## config.mk

```make
export PLATFORM = sky130hd
export DESIGN_NAME = charge_cycle_sequencer
export DESIGN_NICKNAME = d
export VERILOG_FILES = /design/src/hw/charge_seq_pkg.sv /design/src/hw/charge_cycle_sequencer.sv
export SDC_FILE = /design/constraint.sdc
export NUM_CORES = 1
export LEC_CHECK = 0
export BUFFER_PORTS_ARGS = -buffer_cell sky130_fd_sc_hd__buf_2
export CAP_MARGIN = 30
export CORE_MARGIN = 1
export CORE_UTILIZATION = 30
export DETAILED_ROUTE_END_ITERATION = 16
export SYNTH_ARGS = -nofsm -noshare
export SYNTH_HDL_FRONTEND = slang
export SYNTH_SLANG_ARGS = --single-unit
```

## constraint.sdc

```tcl
create_clock -name ref_clk -period 5.9 [get_ports ref_clk]
set_input_delay 0.59 -clock ref_clk [delete_from_list [all_inputs] [get_ports ref_clk]]
set_output_delay 0.59 -clock ref_clk [all_outputs]
set_load 0.01 [all_outputs]
```

## src/hw/charge_seq_pkg.sv

```systemverilog
package charge_seq_pkg;
   // Clock and time base
   localparam longint CLK_PERIOD_PS = 4000;
   localparam longint FLASH_HALF_MS = 500;
   localparam longint SCALE_UNITY = 16;
   localparam longint SUB_CYCLES_L = (FLASH_HALF_MS * 64'd1000000000) / CLK_PERIOD_PS / SCALE_UNITY;
   localparam int unsigned SUB_CYCLES_DEF = int'(SUB_CYCLES_L);
   // Safety timer periods in tenths of an hour at unity scale
   localparam int unsigned PRECON_HOURS_X10 = 10;
   localparam int unsigned FAST_HOURS_X10 = 15;
   localparam int unsigned TERM_HOURS_X10 = 30;
   localparam int unsigned TICKS_PER_HOUR = 7200;
   localparam int unsigned PRECON_TICKS_DEF = PRECON_HOURS_X10 * TICKS_PER_HOUR / 10;
   localparam int unsigned FAST_TICKS_DEF = FAST_HOURS_X10 * TICKS_PER_HOUR / 10;
   localparam int unsigned TERM_TICKS_DEF = TERM_HOURS_X10 * TICKS_PER_HOUR / 10;
   localparam int TIMER_W = 16;
   // Register byte offsets
   localparam logic [7:0] CTRL_OFF = 8'h00;
   localparam logic [7:0] SCALE_OFF = 8'h04;
   localparam logic [7:0] STATUS_OFF = 8'h08;
   localparam logic [7:0] ELAPSED_OFF = 8'h0C;
   // Control fields and reset values
   localparam int CTRL_EN_BIT = 0;
   localparam int CTRL_FLASH_BIT = 1;
   localparam logic [1:0] CTRL_RST = 2'h3;
   localparam logic [7:0] SCALE_RST = 8'h10;
   // Status fields
   localparam int ST_STATE_LSB = 0;
   localparam int ST_CHG_BIT = 4;
   localparam int ST_FLT_BIT = 5;
   localparam int ST_VREG_BIT = 6;
   localparam int ST_CHG_PIN_BIT = 7;
   localparam int ST_FLT_PIN_BIT = 8;
   localparam int ST_RESUME_LSB = 12;
   // Current ratio scale, full programmed current
   localparam int RATIO_W = 8;
   // Sequencer states
   typedef enum logic [3:0] {
      ST_NO_SUPPLY,
      ST_SLEEP,
      ST_QUAL,
      ST_PRECON,
      ST_FAST,
      ST_CV,
      ST_DONE,
      ST_FAULT,
      ST_TEMP_BAD
   } seq_state_t;
   // Indicator drive
   typedef enum logic [1:0] {
      IND_OFF,
      IND_ON,
      IND_FLASH
   } ind_mode_t;
endpackage

```

## src/hw/charge_cycle_sequencer.sv

```systemverilog
// The register addresses and the APB slave port are this design's own decisions.
`timescale 1ns/1ps
`default_nettype none
module charge_cycle_sequencer
   import charge_seq_pkg::*;
#(
   parameter int unsigned SUB_CYCLES = charge_seq_pkg::SUB_CYCLES_DEF,
   parameter int unsigned PRECON_TICKS = charge_seq_pkg::PRECON_TICKS_DEF,
   parameter int unsigned FAST_TICKS = charge_seq_pkg::FAST_TICKS_DEF,
   parameter int unsigned TERM_TICKS = charge_seq_pkg::TERM_TICKS_DEF
)
(
   input wire logic ref_clk,
   input wire logic rst,
   // APB slave
   input wire logic psel,
   input wire logic penable,
   input wire logic pwrite,
   input wire logic [7:0] paddr,
   input wire logic [31:0] pwdata,
   output logic [31:0] prdata,
   output logic pready,
   output logic pslverr,
   // Pins and comparator levels
   input wire logic en_pin,
   input wire logic vset_pin,
   input wire logic supply_ok,
   input wire logic temp_in_window,
   input wire logic temp_sense_disabled,
   input wire logic batt_above_precon,
   input wire logic batt_at_vreg,
   input wire logic batt_below_recharge,
   input wire logic current_below_term,
   input wire logic thermal_reg_active,
   input wire logic [7:0] current_ratio,
   // Open-drain indicators
   input wire logic charge_indicator_i,
   output logic charge_indicator_o,
   output logic charge_indicator_oe,
   input wire logic fault_indicator_i,
   output logic fault_indicator_o,
   output logic fault_indicator_oe,
   // Regulation loop controls
   output logic vreg_high,
   output logic precharge_on,
   output logic fast_charge_on,
   output logic cv_charge_on
);
   import charge_seq_pkg::*;

   ////////////////////////////////////////////////////////////////
   // Input synchronisers
   localparam int NSYNC = 12;
   logic [NSYNC-1:0] raw_in;
   logic [NSYNC-1:0] sync1_q;
   logic [NSYNC-1:0] sync2_q;
   logic [RATIO_W-1:0] ratio1_q;
   logic [RATIO_W-1:0] ratio2_q;

   assign raw_in = {fault_indicator_i, charge_indicator_i, thermal_reg_active, current_below_term,
                    batt_below_recharge, batt_at_vreg, batt_above_precon, temp_sense_disabled,
                    temp_in_window, supply_ok, vset_pin, en_pin};

   // Two flops per pin; first stage feeds only the second
   always_ff @(posedge ref_clk or posedge rst)
   begin
      if (rst)
      begin
         sync1_q <= '0;
         sync2_q <= '0;
         ratio1_q <= '0;
         ratio2_q <= '0;
      end
      else
      begin
         sync1_q <= raw_in;
         sync2_q <= sync1_q;
         ratio1_q <= current_ratio;
         ratio2_q <= ratio1_q;
      end
   end

   // Named views of synchronised levels
   logic en_s, vset_s, supply_s, twin_s, tdis_s, above_pre_s;
   logic at_vreg_s, below_rch_s, below_term_s, thermreg_s;
   assign en_s = sync2_q[0];
   assign vset_s = sync2_q[1];
   assign supply_s = sync2_q[2];
   assign twin_s = sync2_q[3];
   assign tdis_s = sync2_q[4];
   assign above_pre_s = sync2_q[5];
   assign at_vreg_s = sync2_q[6];
   assign below_rch_s = sync2_q[7];
   assign below_term_s = sync2_q[8];
   assign thermreg_s = sync2_q[9];

   ////////////////////////////////////////////////////////////////
   // Register file
   logic [1:0] ctrl_q; // Software enable, complete-flash variant
   logic [7:0] scale_q; // Timing capacitor ratio, 16 = 0.1 uF
   logic [TIMER_W-1:0] elapsed_q;
   seq_state_t state_q;
   seq_state_t state_d;
   seq_state_t resume_q; // State to return to after a bad temperature
   logic chg_on_q; // Indicator sink requests
   logic flt_on_q;

   logic apb_access;
   logic apb_mapped;
   logic [31:0] rd_word;
   assign apb_access = psel && penable && pready;

   // Read mux and address decode
   always_comb
   begin
      rd_word = '0;
      apb_mapped = 1'b1;
      unique case (paddr)
         CTRL_OFF: rd_word[1:0] = ctrl_q;
         SCALE_OFF: rd_word[7:0] = scale_q;
         STATUS_OFF:
         begin
            rd_word[ST_STATE_LSB +: 4] = state_q;
            rd_word[ST_CHG_BIT] = chg_on_q;
            rd_word[ST_FLT_BIT] = flt_on_q;
            rd_word[ST_VREG_BIT] = vreg_high;
            rd_word[ST_CHG_PIN_BIT] = sync2_q[10];
            rd_word[ST_FLT_PIN_BIT] = sync2_q[11];
            rd_word[ST_RESUME_LSB +: 4] = resume_q;
         end
         ELAPSED_OFF: rd_word[TIMER_W-1:0] = elapsed_q;
         default: apb_mapped = 1'b0;
      endcase
   end

   // No wait state: ready rises in the first access cycle
   always_ff @(posedge ref_clk or posedge rst)
   begin
      if (rst)
      begin
         pready <= 1'b0;
         prdata <= '0;
         pslverr <= 1'b0;
      end
      else
      begin
         pready <= psel && !pready;
         prdata <= rd_word;
         pslverr <= psel && !pready && !apb_mapped; // Error stands with ready, one cycle only
      end
   end

   // Writable registers; a zero scale is held at one to keep the clock alive
   always_ff @(posedge ref_clk or posedge rst)
   begin
      if (rst)
      begin
         ctrl_q <= CTRL_RST;
         scale_q <= SCALE_RST;
      end
      else if (apb_access && pwrite)
      begin
         if (paddr == CTRL_OFF)
         begin
            ctrl_q <= pwdata[1:0];
         end
         if (paddr == SCALE_OFF)
         begin
            scale_q <= (pwdata[7:0] == 8'h00) ? 8'h01 : pwdata[7:0];
         end
      end
   end

   ////////////////////////////////////////////////////////////////
   // Timing-capacitor clock: a tick every scale/16 half-seconds
   logic [31:0] sub_cnt_q;
   logic [7:0] sub_idx_q;
   logic tick;
   logic sub_wrap;
   assign sub_wrap = (sub_cnt_q == SUB_CYCLES - 1);
   assign tick = sub_wrap && (sub_idx_q >= scale_q - 8'h01);

   // Prescaler, period scales with capacitance
   always_ff @(posedge ref_clk or posedge rst)
   begin
      if (rst)
      begin
         sub_cnt_q <= '0;
         sub_idx_q <= '0;
      end
      else if (sub_wrap)
      begin
         sub_cnt_q <= '0;
         sub_idx_q <= tick ? 8'h00 : sub_idx_q + 8'h01;
      end
      else
      begin
         sub_cnt_q <= sub_cnt_q + 32'h1;
      end
   end

   // Flash phase toggles each tick: 1 Hz, 50% at unity scale
   logic flash_q;
   always_ff @(posedge ref_clk or posedge rst)
   begin
      if (rst)
      begin
         flash_q <= 1'b0;
      end
      else if (tick)
      begin
         flash_q <= !flash_q;
      end
   end

   ////////////////////////////////////////////////////////////////
   // Timer advance, slowed under thermal regulation
   logic [RATIO_W:0] slow_acc_q;
   logic [RATIO_W:0] slow_sum;
   logic advance;
   assign slow_sum = {1'b0, slow_acc_q[RATIO_W-1:0]} + {1'b0, ratio2_q};
   assign advance = tick && (!thermreg_s || slow_sum[RATIO_W]);

   // Fractional accumulator; ratio/256 of ticks advance the timers
   always_ff @(posedge ref_clk or posedge rst)
   begin
      if (rst)
      begin
         slow_acc_q <= '0;
      end
      else if (tick && thermreg_s)
      begin
         slow_acc_q <= slow_sum;
      end
   end

   logic [TIMER_W-1:0] precon_q;
   logic [TIMER_W-1:0] fast_q;
   logic precon_exp, fast_exp, term_exp;
   assign precon_exp = (precon_q >= TIMER_W'(PRECON_TICKS));
   assign fast_exp = (fast_q >= TIMER_W'(FAST_TICKS));
   assign term_exp = (elapsed_q >= TIMER_W'(TERM_TICKS));

   // Preconditioning timer
   always_ff @(posedge ref_clk or posedge rst)
   begin
      if (rst)
      begin
         precon_q <= '0;
      end
      else if (state_q != ST_PRECON && state_q != ST_TEMP_BAD)
      begin
         precon_q <= '0;
      end
      else if (state_q == ST_PRECON && advance && !precon_exp)
      begin
         precon_q <= precon_q + 1'b1;
      end
   end

   // Fast-charge timer; held while temperature suspends the cycle
   always_ff @(posedge ref_clk or posedge rst)
   begin
      if (rst)
      begin
         fast_q <= '0;
      end
      else if (state_q != ST_FAST && state_q != ST_TEMP_BAD)
      begin
         fast_q <= '0;
      end
      else if (state_q == ST_FAST && advance && !fast_exp)
      begin
         fast_q <= fast_q + 1'b1;
      end
   end

   // Elapsed timer spans fast charge and constant voltage
   always_ff @(posedge ref_clk or posedge rst)
   begin
      if (rst)
      begin
         elapsed_q <= '0;
      end
      else if (state_q == ST_QUAL)
      begin
         elapsed_q <= '0;
      end
      else if ((state_q == ST_FAST || state_q == ST_CV) && advance && !term_exp)
      begin
         elapsed_q <= elapsed_q + 1'b1;
      end
   end

   ////////////////////////////////////////////////////////////////
   // Sequencer
   logic enabled;
   logic temp_ok;
   assign enabled = en_s && ctrl_q[CTRL_EN_BIT];
   assign temp_ok = twin_s || tdis_s;

   // Next state; supply and enable override everything
   always_comb
   begin
      state_d = state_q;
      if (!supply_s)
      begin
         state_d = ST_NO_SUPPLY;
      end
      else if (!enabled)
      begin
         state_d = ST_SLEEP;
      end
      else
      begin
         unique case (state_q)
            ST_NO_SUPPLY, ST_SLEEP: state_d = ST_QUAL;
            ST_QUAL:
            begin
               if (!temp_ok)
               begin
                  state_d = ST_TEMP_BAD;
               end
               else
               begin
                  state_d = above_pre_s ? ST_FAST : ST_PRECON;
               end
            end
            ST_PRECON:
            begin
               if (!temp_ok)
               begin
                  state_d = ST_TEMP_BAD;
               end
               else if (above_pre_s)
               begin
                  state_d = ST_FAST;
               end
               else if (precon_exp)
               begin
                  state_d = ST_FAULT;
               end
            end
            ST_FAST:
            begin
               if (!temp_ok)
               begin
                  state_d = ST_TEMP_BAD;
               end
               else if (at_vreg_s)
               begin
                  state_d = ST_CV;
               end
               else if (fast_exp)
               begin
                  state_d = ST_FAULT;
               end
            end
            ST_CV:
            begin
               if (!temp_ok)
               begin
                  state_d = ST_TEMP_BAD;
               end
               else if (below_term_s || term_exp)
               begin
                  state_d = ST_DONE;
               end
            end
            ST_DONE:
            begin
               if (below_rch_s)
               begin
                  state_d = ST_QUAL;
               end
            end
            ST_FAULT: state_d = ST_FAULT;
            ST_TEMP_BAD:
            begin
               if (temp_ok)
               begin
                  state_d = resume_q;
               end
            end
         endcase
      end
   end

   // State register
   always_ff @(posedge ref_clk or posedge rst)
   begin
      if (rst)
      begin
         state_q <= ST_NO_SUPPLY;
      end
      else
      begin
         state_q <= state_d;
      end
   end

   // Remember where a temperature suspension interrupted the cycle
   always_ff @(posedge ref_clk or posedge rst)
   begin
      if (rst)
      begin
         resume_q <= ST_QUAL;
      end
      else if (state_d == ST_TEMP_BAD && state_q != ST_TEMP_BAD)
      begin
         resume_q <= state_q;
      end
   end

   ////////////////////////////////////////////////////////////////
   // Indicator modes from next state
   ind_mode_t chg_mode;
   ind_mode_t flt_mode;
   always_comb
   begin
      chg_mode = IND_OFF;
      flt_mode = IND_OFF;
      unique case (state_d)
         ST_PRECON, ST_FAST, ST_CV: chg_mode = IND_ON;
         ST_DONE: chg_mode = ctrl_q[CTRL_FLASH_BIT] ? IND_FLASH : IND_OFF;
         ST_FAULT: flt_mode = IND_ON;
         ST_TEMP_BAD: flt_mode = IND_FLASH;
         default: chg_mode = IND_OFF;
      endcase
   end

   // Sink requests; flashing alternates off and on
   always_ff @(posedge ref_clk or posedge rst)
   begin
      if (rst)
      begin
         chg_on_q <= 1'b0;
         flt_on_q <= 1'b0;
      end
      else
      begin
         chg_on_q <= (chg_mode == IND_ON) || (chg_mode == IND_FLASH && flash_q);
         flt_on_q <= (flt_mode == IND_ON) || (flt_mode == IND_FLASH && flash_q);
      end
   end
   assign charge_indicator_oe = chg_on_q;
   assign fault_indicator_oe = flt_on_q;
   assign charge_indicator_o = 1'b0; // Open drain only pulls low
   assign fault_indicator_o = 1'b0;

   ////////////////////////////////////////////////////////////////
   // Regulation loop controls
   always_ff @(posedge ref_clk or posedge rst)
   begin
      if (rst)
      begin
         vreg_high <= 1'b0;
         precharge_on <= 1'b0;
         fast_charge_on <= 1'b0;
         cv_charge_on <= 1'b0;
      end
      else
      begin
         vreg_high <= vset_s;
         precharge_on <= (state_d == ST_PRECON);
         fast_charge_on <= (state_d == ST_FAST);
         cv_charge_on <= (state_d == ST_CV);
      end
   end
endmodule
`default_nettype wire

```

### Word-level counts from Yosys, hierarchy flattened

Index checks and enable logic that the tools add are counted.

| word-level totals | value |
|---|---|
| register bits after elaboration | 179 |
| input bits | 65 |
| output and inout port bits | 42 |
| word-level logic and storage cells | 137 |

| operators by class | value |
|---|---|
| $add $sub $neg | 7 |
| magnitude comparators | 4 |
| eq/ne operators | 25 |
| muxes and demuxes | 33 |
| reductions and logical operators | 44 |

Operator list:

| kind | count |
|---|---|
| 16-bit 2-to-1 mux | 6 |
| 4-bit 2-to-1 mux | 13 |
| 16-bit by 1-bit adder with 16-bit output, second input constant | 3 |
| 32-bit by 1-bit adder with 32-bit output, second input constant | 1 |
| 32-bit by 23-bit equality test with 1-bit output, second input constant | 1 |
| 4-bit by 3-bit equality test with 1-bit output, second input constant | 8 |
| 32-bit 2-to-1 mux | 1 |
| 4-bit case mux with 8 select lines | 1 |
| 1-bit logical AND | 20 |
| 6-bit case mux with 3 select lines | 1 |
| 8-bit by 4-bit equality test with 1-bit output, second input constant | 2 |
| 16-bit by 13-bit >= comparator with 1-bit output, second input constant | 1 |
| 16-bit by 14-bit >= comparator with 1-bit output, second input constant | 1 |
| 16-bit by 15-bit >= comparator with 1-bit output, second input constant | 1 |
| 8-bit zero test | 2 |
| 8-bit 2-to-1 mux | 2 |
| 4-bit by 2-bit equality test with 1-bit output, second input constant | 3 |
| 8-bit by 8-bit adder with 9-bit output | 1 |
| 8-bit by 1-bit adder with 8-bit output, second input constant | 1 |
| 4-bit equality test, second input constant | 2 |
| 8-bit by 3-bit equality test with 1-bit output, second input constant | 1 |
| 8-bit >= comparator | 1 |
| 2-bit case mux with 2 select lines | 2 |
| 2-bit case mux with 4 select lines | 1 |
| 20 further kinds | 37 |

### Longest topological paths before layout

| depth | value |
|---|---|
| word-level depth | 13 |
| gate-level depth with buffers | 14 |

### Least setup slack after synthesis

OpenSTA, ideal clock, no wires.

| path | value |
|---|---|
| path kind | register to register |
| start point | reg scale_q[5] |
| end point | reg elapsed_q[8] |
| arrival | 2.875 ns |
| required time | 5.822 ns |
| slack | 2.947 ns |
| cell stages (with the launch flop) | 12 |
| path buffers | 1 |
| period minus slack after synthesis | 2.953 ns |
| cells stage by stage | dfrtp_1 > or4_1 > nor4_1 > xnor2_1 > ha_1 > nand2_1 > nor3_1 > a21o_1 > clkbuf_1 > o211ai_1 > or3_1 > a21oi_1 |

| between the ends | value |
|---|---|
| longest elaborated chain between the ends | 7 |

RTL lines:

| item | RTL line | text |
|---|---|---|
| start: declaration | charge_cycle_sequencer.sv:100 | `logic [7:0] scale_q;` |
| start signal: assignment | charge_cycle_sequencer.sv:169 | `scale_q <= (pwdata[7:0] == 8'h00) ? 8'h01 : pwdata[7:0];` |
| 8-bit by 1-bit subtractor with 8-bit output | charge_cycle_sequencer.sv:181 | `assign tick = sub_wrap && (sub_idx_q >= scale_q - 8'h01);` |
| 8-bit >= comparator | charge_cycle_sequencer.sv:181 |  |
| 1-bit logical AND | charge_cycle_sequencer.sv:181 |  |
| 1-bit logical AND | charge_cycle_sequencer.sv:222 | `assign advance = tick && (!thermreg_s \|\| slow_sum[RATIO_W]);` |
| 1-bit logical AND (2 in a row) | charge_cycle_sequencer.sv:289 | `else if ((state_q == ST_FAST \|\| state_q == ST_CV) && advance && !term_exp)` |
| 2-bit nonzero test (no source line) | -- |  |
| end signal: assignment | charge_cycle_sequencer.sv:291 | `elapsed_q <= elapsed_q + 1'b1;` |
| end: declaration | charge_cycle_sequencer.sv:101 | `logic [TIMER_W-1:0] elapsed_q;` |

Every way passes these cells.
A chain may end at the register's enable or synchronous reset.

### Final worst setup path

| path | value |
|---|---|
| start point | reg scale_q[3] |
| end point | reg elapsed_q[11] |

The elaborated chain is that of the path after synthesis.

==> out/metrics.sh <==
OUTCOME='finished clean'
RSZ0062_AT_GRT='no'
WORSTMARGINPINSLEW_NS=0.823
NNETSFINAL=970
CRITICAL-PATH-TOP-DELAY-FAMILY='simple AND/OR/NAND/NOR gates'
WORST_PATH_LARGEST_CELL_DELAY_NS=0.54
CRIT_SLOWEST_CELL='or4_1'
MULTIPLEXER_SHARE_OF_THE_SYNTHESIZED_AREA_PCT=4.06
FIRST_ITER_VIOLATIONS=323
DRC_VIOLS=0
WORSTPATHREQUIRED_NS=6.21
SYNTH_ADDER_AREA_SHARE_PCT=3.89
FINAL.PERIOD_UTILIZATION_PCT=59.8
GP_CONGESTION=0.806
YOSYSTOPAREACELLSHARE_PCT=51.1
CATEGORY_OF_THE_WORST_SETUP_PATH_CAPTURE_POINT='register'
POST_CTS.REPAIR.SETUP_BUFFERS=0
FLOP_AND_LATCH_COUNT_OUT_OF_SYNTHESIS=179
WORST_REG2REG_PATH_STARTPOINT='scale_q[3]$_DFFE_PP0P_'
WORST_CLOCK_SKEW_NS=0.0103
TIMING.HOLD.WORST.CLASS='in2reg'
NUMCTSBUFFERS=17
ENDPOINT='elapsed_q[11]$_DFFE_PP0P_'
SYNTH-MAIN-FF-CELL='dfrtp_1'
PATH_MAX_FANOUT=14
CORE_UM2=27900
CLOCK_TRANSITION_AT_PATH_REGS_NS=0.07
CP-START-KIND='register'
LAYOUT-AREA-OVERHEAD-VS-SYNTH_PCT=14.5
DRV_SLEW=0
POSTSYNTHCELLCOUNT=812
VIAS_PER_CELL=4.64
HOLDPATHSTAGES=1
FINAL.HOLD.WORST_SLACK_NS=0.259
GLOBAL_ROUTE.OVERFLOW_TOTAL=0
FF2FF_PATH_DEPTH=11
TIMING.SLEW.HEADROOM_PCT=45.1
WORST_SLACK_NS=2.37
GRT_USE_TOTAL_PCT=12.5
CLOCK_PATH_BUFFERS=2
POST-ROUTE-MIN-PERIOD_NS=3.53
VIAS=5891
ROWS=61
SETUP_VIOL=0
GRT_ANTENNA_BEFORE_REPAIR=0
YOSYS.AREA.TOP_TYPE='dfrtp_1'
SYNTH_ASYNC_SR_FLOP_SHARE_PCT=100
FINALSETUPTNS_NS=0
FIRST_PASS_GRT_WIRE_LENGTH_MM=29.0
CTS.SINK_COUNT=179
DRV_CAP=0
IO_BUFFERS=64
POST_SYNTH_MAIN_AREA_CONTRIBUTORS='dfrtp_1 (51%), xnor2_1 (5.4%), nor2_1 (3.9%)'
POWER-PER-CELL-AREA_nW_PER_UM2=246
CHIP_HEIGHT_UM=171
SYNTH_EDF_COUNT=0
ACHIEVABLE_FREQ_MHz=283
ANTENNA-DIODE-COUNT=0
POST_DRT_WL_PER_CELL_UM=13.4
FINALCOREUTILIZATION_PCT=35.1
TIMING.CRITICAL_PATH.ARRIVAL_NS=3.84
SEQ_TOTAL_AREA_YOSYS_PCT=52.4
POWER_LEAKAGE_nW=4.35
POSTCTSHOLDBUFS=0
DOMINANT_COMBINATIONAL_CELL_FAMILY_BY_AREA_AFTER_SYNTHESIS='simple AND/OR/NAND/NOR gates'
POST_CTS.RESIZED_INSTANCES=0
SETUP.REG_TO_REG.WORST_SLACK_NS=2.37
GRT_START_MAX_NET_PINS=121
DETAILEDPLACEMENTHPWL_MM=12.0
CP.BUFFERS_INVERTERS=0
FIRST_ELEMENT_OF_THE_CRITICAL_PATH='scale_q[3]$_DFFE_PP0P_'
DRT_PRE_ANTENNA_ITERS=4
SYNTH-SIMPLE-AREA-SHARE_PCT=21.0
GRT_PASS1_VIAS=5761
SEQ_AREA_UM2=4480
NFILLCELLS=2797
POST_ROUTE_CELLS_DRIVE_ABOVE_1_SHARE_PCT=16.0
ANTENNA_LEFT=0
CLKLATENCYLATEPIN_NS=0.43
CRITICAL_PATH_DEPTH=11
POWER.IR.VDD_WORST_uV=157
PRE_CTS_SLACK_NS=2.33
MULTI_INPUT_GATE_AREA_IN_THE_FINAL_LAYOUT_UM2=3800
HOLD_VIOLATIONS=0
SYNTH_COMPOUND_GATE_AREA_SHARE_PCT=7.45
SYNTHESIS.AREA_PER_INSTANCE_UM2=10.5
DIE-WIDTH_UM=171
FINALWIRELENGTH_MM=17.1
INITIAL_UTILIZATION_PCT=30.7
TRITONCTS='done'
SYNTH_XOR_AREA_SHARE_PCT=7.26
REGTOREGENDPOINT='elapsed_q[11]$_DFFE_PP0P_'
DIE_AREA_UM2=29200
CTSROOTBUFFERMASTER='clkbuf_16'
HTREE_LEVELS=4
POST_SYNTH_INSTANCE_AREA_UM2=8570
IOPINCOUNT=107
CRITICAL_PATH_TYPE='reg2reg'
SYNTH-WARNING-COUNT=0
CELLS_TRAVERSED_ALONG_THE_WORST_TIMING_PATH='or4_1 > nor4_1 > xnor2_1 > ha_1 > nand2_1 > nor3_1 > a21o_1 > o211ai_1 > nor3_4 > nand4_1 > mux2i_1'
YOSYSUNIQUECELLTYPES=63
## routing by layer
metal | GRT usage [%] | routed length, um | vias to the layer above
met2 | 19.8 | 7810 | 97
met3 | 2.61 | 591 | 20
li1 | - | - | 2930
met4 | 4.46 | 287 | 0
met1 | 16.8 | 8380 | 2844
met5 | 0 | 0 | -
## synthesized netlist by cell type, types with 8 or more instances
cell	instances
mux2i_1	10
nor4_1	17
and3_1	19
and2_1	12
xnor2_1	53
o21ai_0	35
a21oi_1	23
nand4_1	14
inv_1	32
or3_1	8
nand3_1	35
buf_4	19
xor2_1	18
ha_1	25
nor2_1	90
nor3_1	22
mux2_2	18
nand2_1	59
dfrtp_1	175
clkbuf_1	18
nand2b_1	10
nor2b_1	12
## cell families (layout without fill, tap and decap cells)
family                   after synthesis  in the layout
AO/OA/AOI/OAI                        100            100
XOR/XNOR                              71             71
adder cells (fa/ha/maj)               26             26
buffers and inverters                 70            133
flip-flops                           179            179
multiplexers                          30             30
other                                  1             18
AND/OR/NAND/NOR                      335            335
## sequential cells by signal (all words and copies together), names as in the netlist, 2 cells and up
signal      cells
ctrl_q          2
elapsed_q      16
fast_q         16
prdata         16
precon_q       16
ratio1_q        8
ratio2_q        8
resume_q        4
scale_q         8
slow_acc_q      8
state_q         4
sub_cnt_q      32
sub_idx_q       8
sync1_q        12
sync2_q        12
## power by group
group / internal, W / switching (W)
logic: 0.0000212 / 0.0000506
clock network: 0.000560 / 0.000529
registers: 0.00124 / 0.00000839
## layout make-up
class | count | share of cell area (%)
flip-flops and latches | 179 | 45.7
clock inverters | 15 | 1.40
well taps | 378 | 4.82
multi-input cells | 580 | 38.8
repair buffers | 69 | 3.65
inverters | 32 | 1.30
clock buffers | 17 | 4.34
## worst min-delay path by stage
stage / startpoint / end / slack [ns]
5_1_grt: current_ratio[3] / ratio1_q[3]$_DFF_PP0_ / 0.24
3_3_place_gp: sync2_q[1]$_DFF_PP0_ / vreg_high$_DFF_PP0_ / 0.33
4_1_cts: fault_indicator_i / sync1_q[11]$_DFF_PP0_ / 0.24
6_report: fault_indicator_i / sync1_q[11]$_DFF_PP0_ / 0.26
2_1_floorplan: ratio1_q[0]$_DFF_PP0_ / ratio2_q[0]$_DFF_PP0_ / 0.33
3_5_place_dp: ratio1_q[1]$_DFF_PP0_ / ratio2_q[1]$_DFF_PP0_ / 0.33
## layout by cell type (no fill, tap or decap), drive strengths merged, types with 24 or more instances in the layout
cell type    n
nand3       35
xnor2       53
o21ai       35
buf         69
dfrtp      175
nand2       59
inv         41
ha          25
nor3        24
nor2        90
## per-stage QoR
stage / total power [W] / std cells / area (um^2)
floorplan: 0.00133 / 829 / 8630
global placement: 0.00135 / 1236 / 9230
detailed placement: 0.00135 / 1238 / 9250
CTS: 0.00244 / 1270 / 9810
global route: 0.00251 / 1270 / 9810
finish: 0.00241 / 1270 / 9810
(Power assumes the default switching activity.)
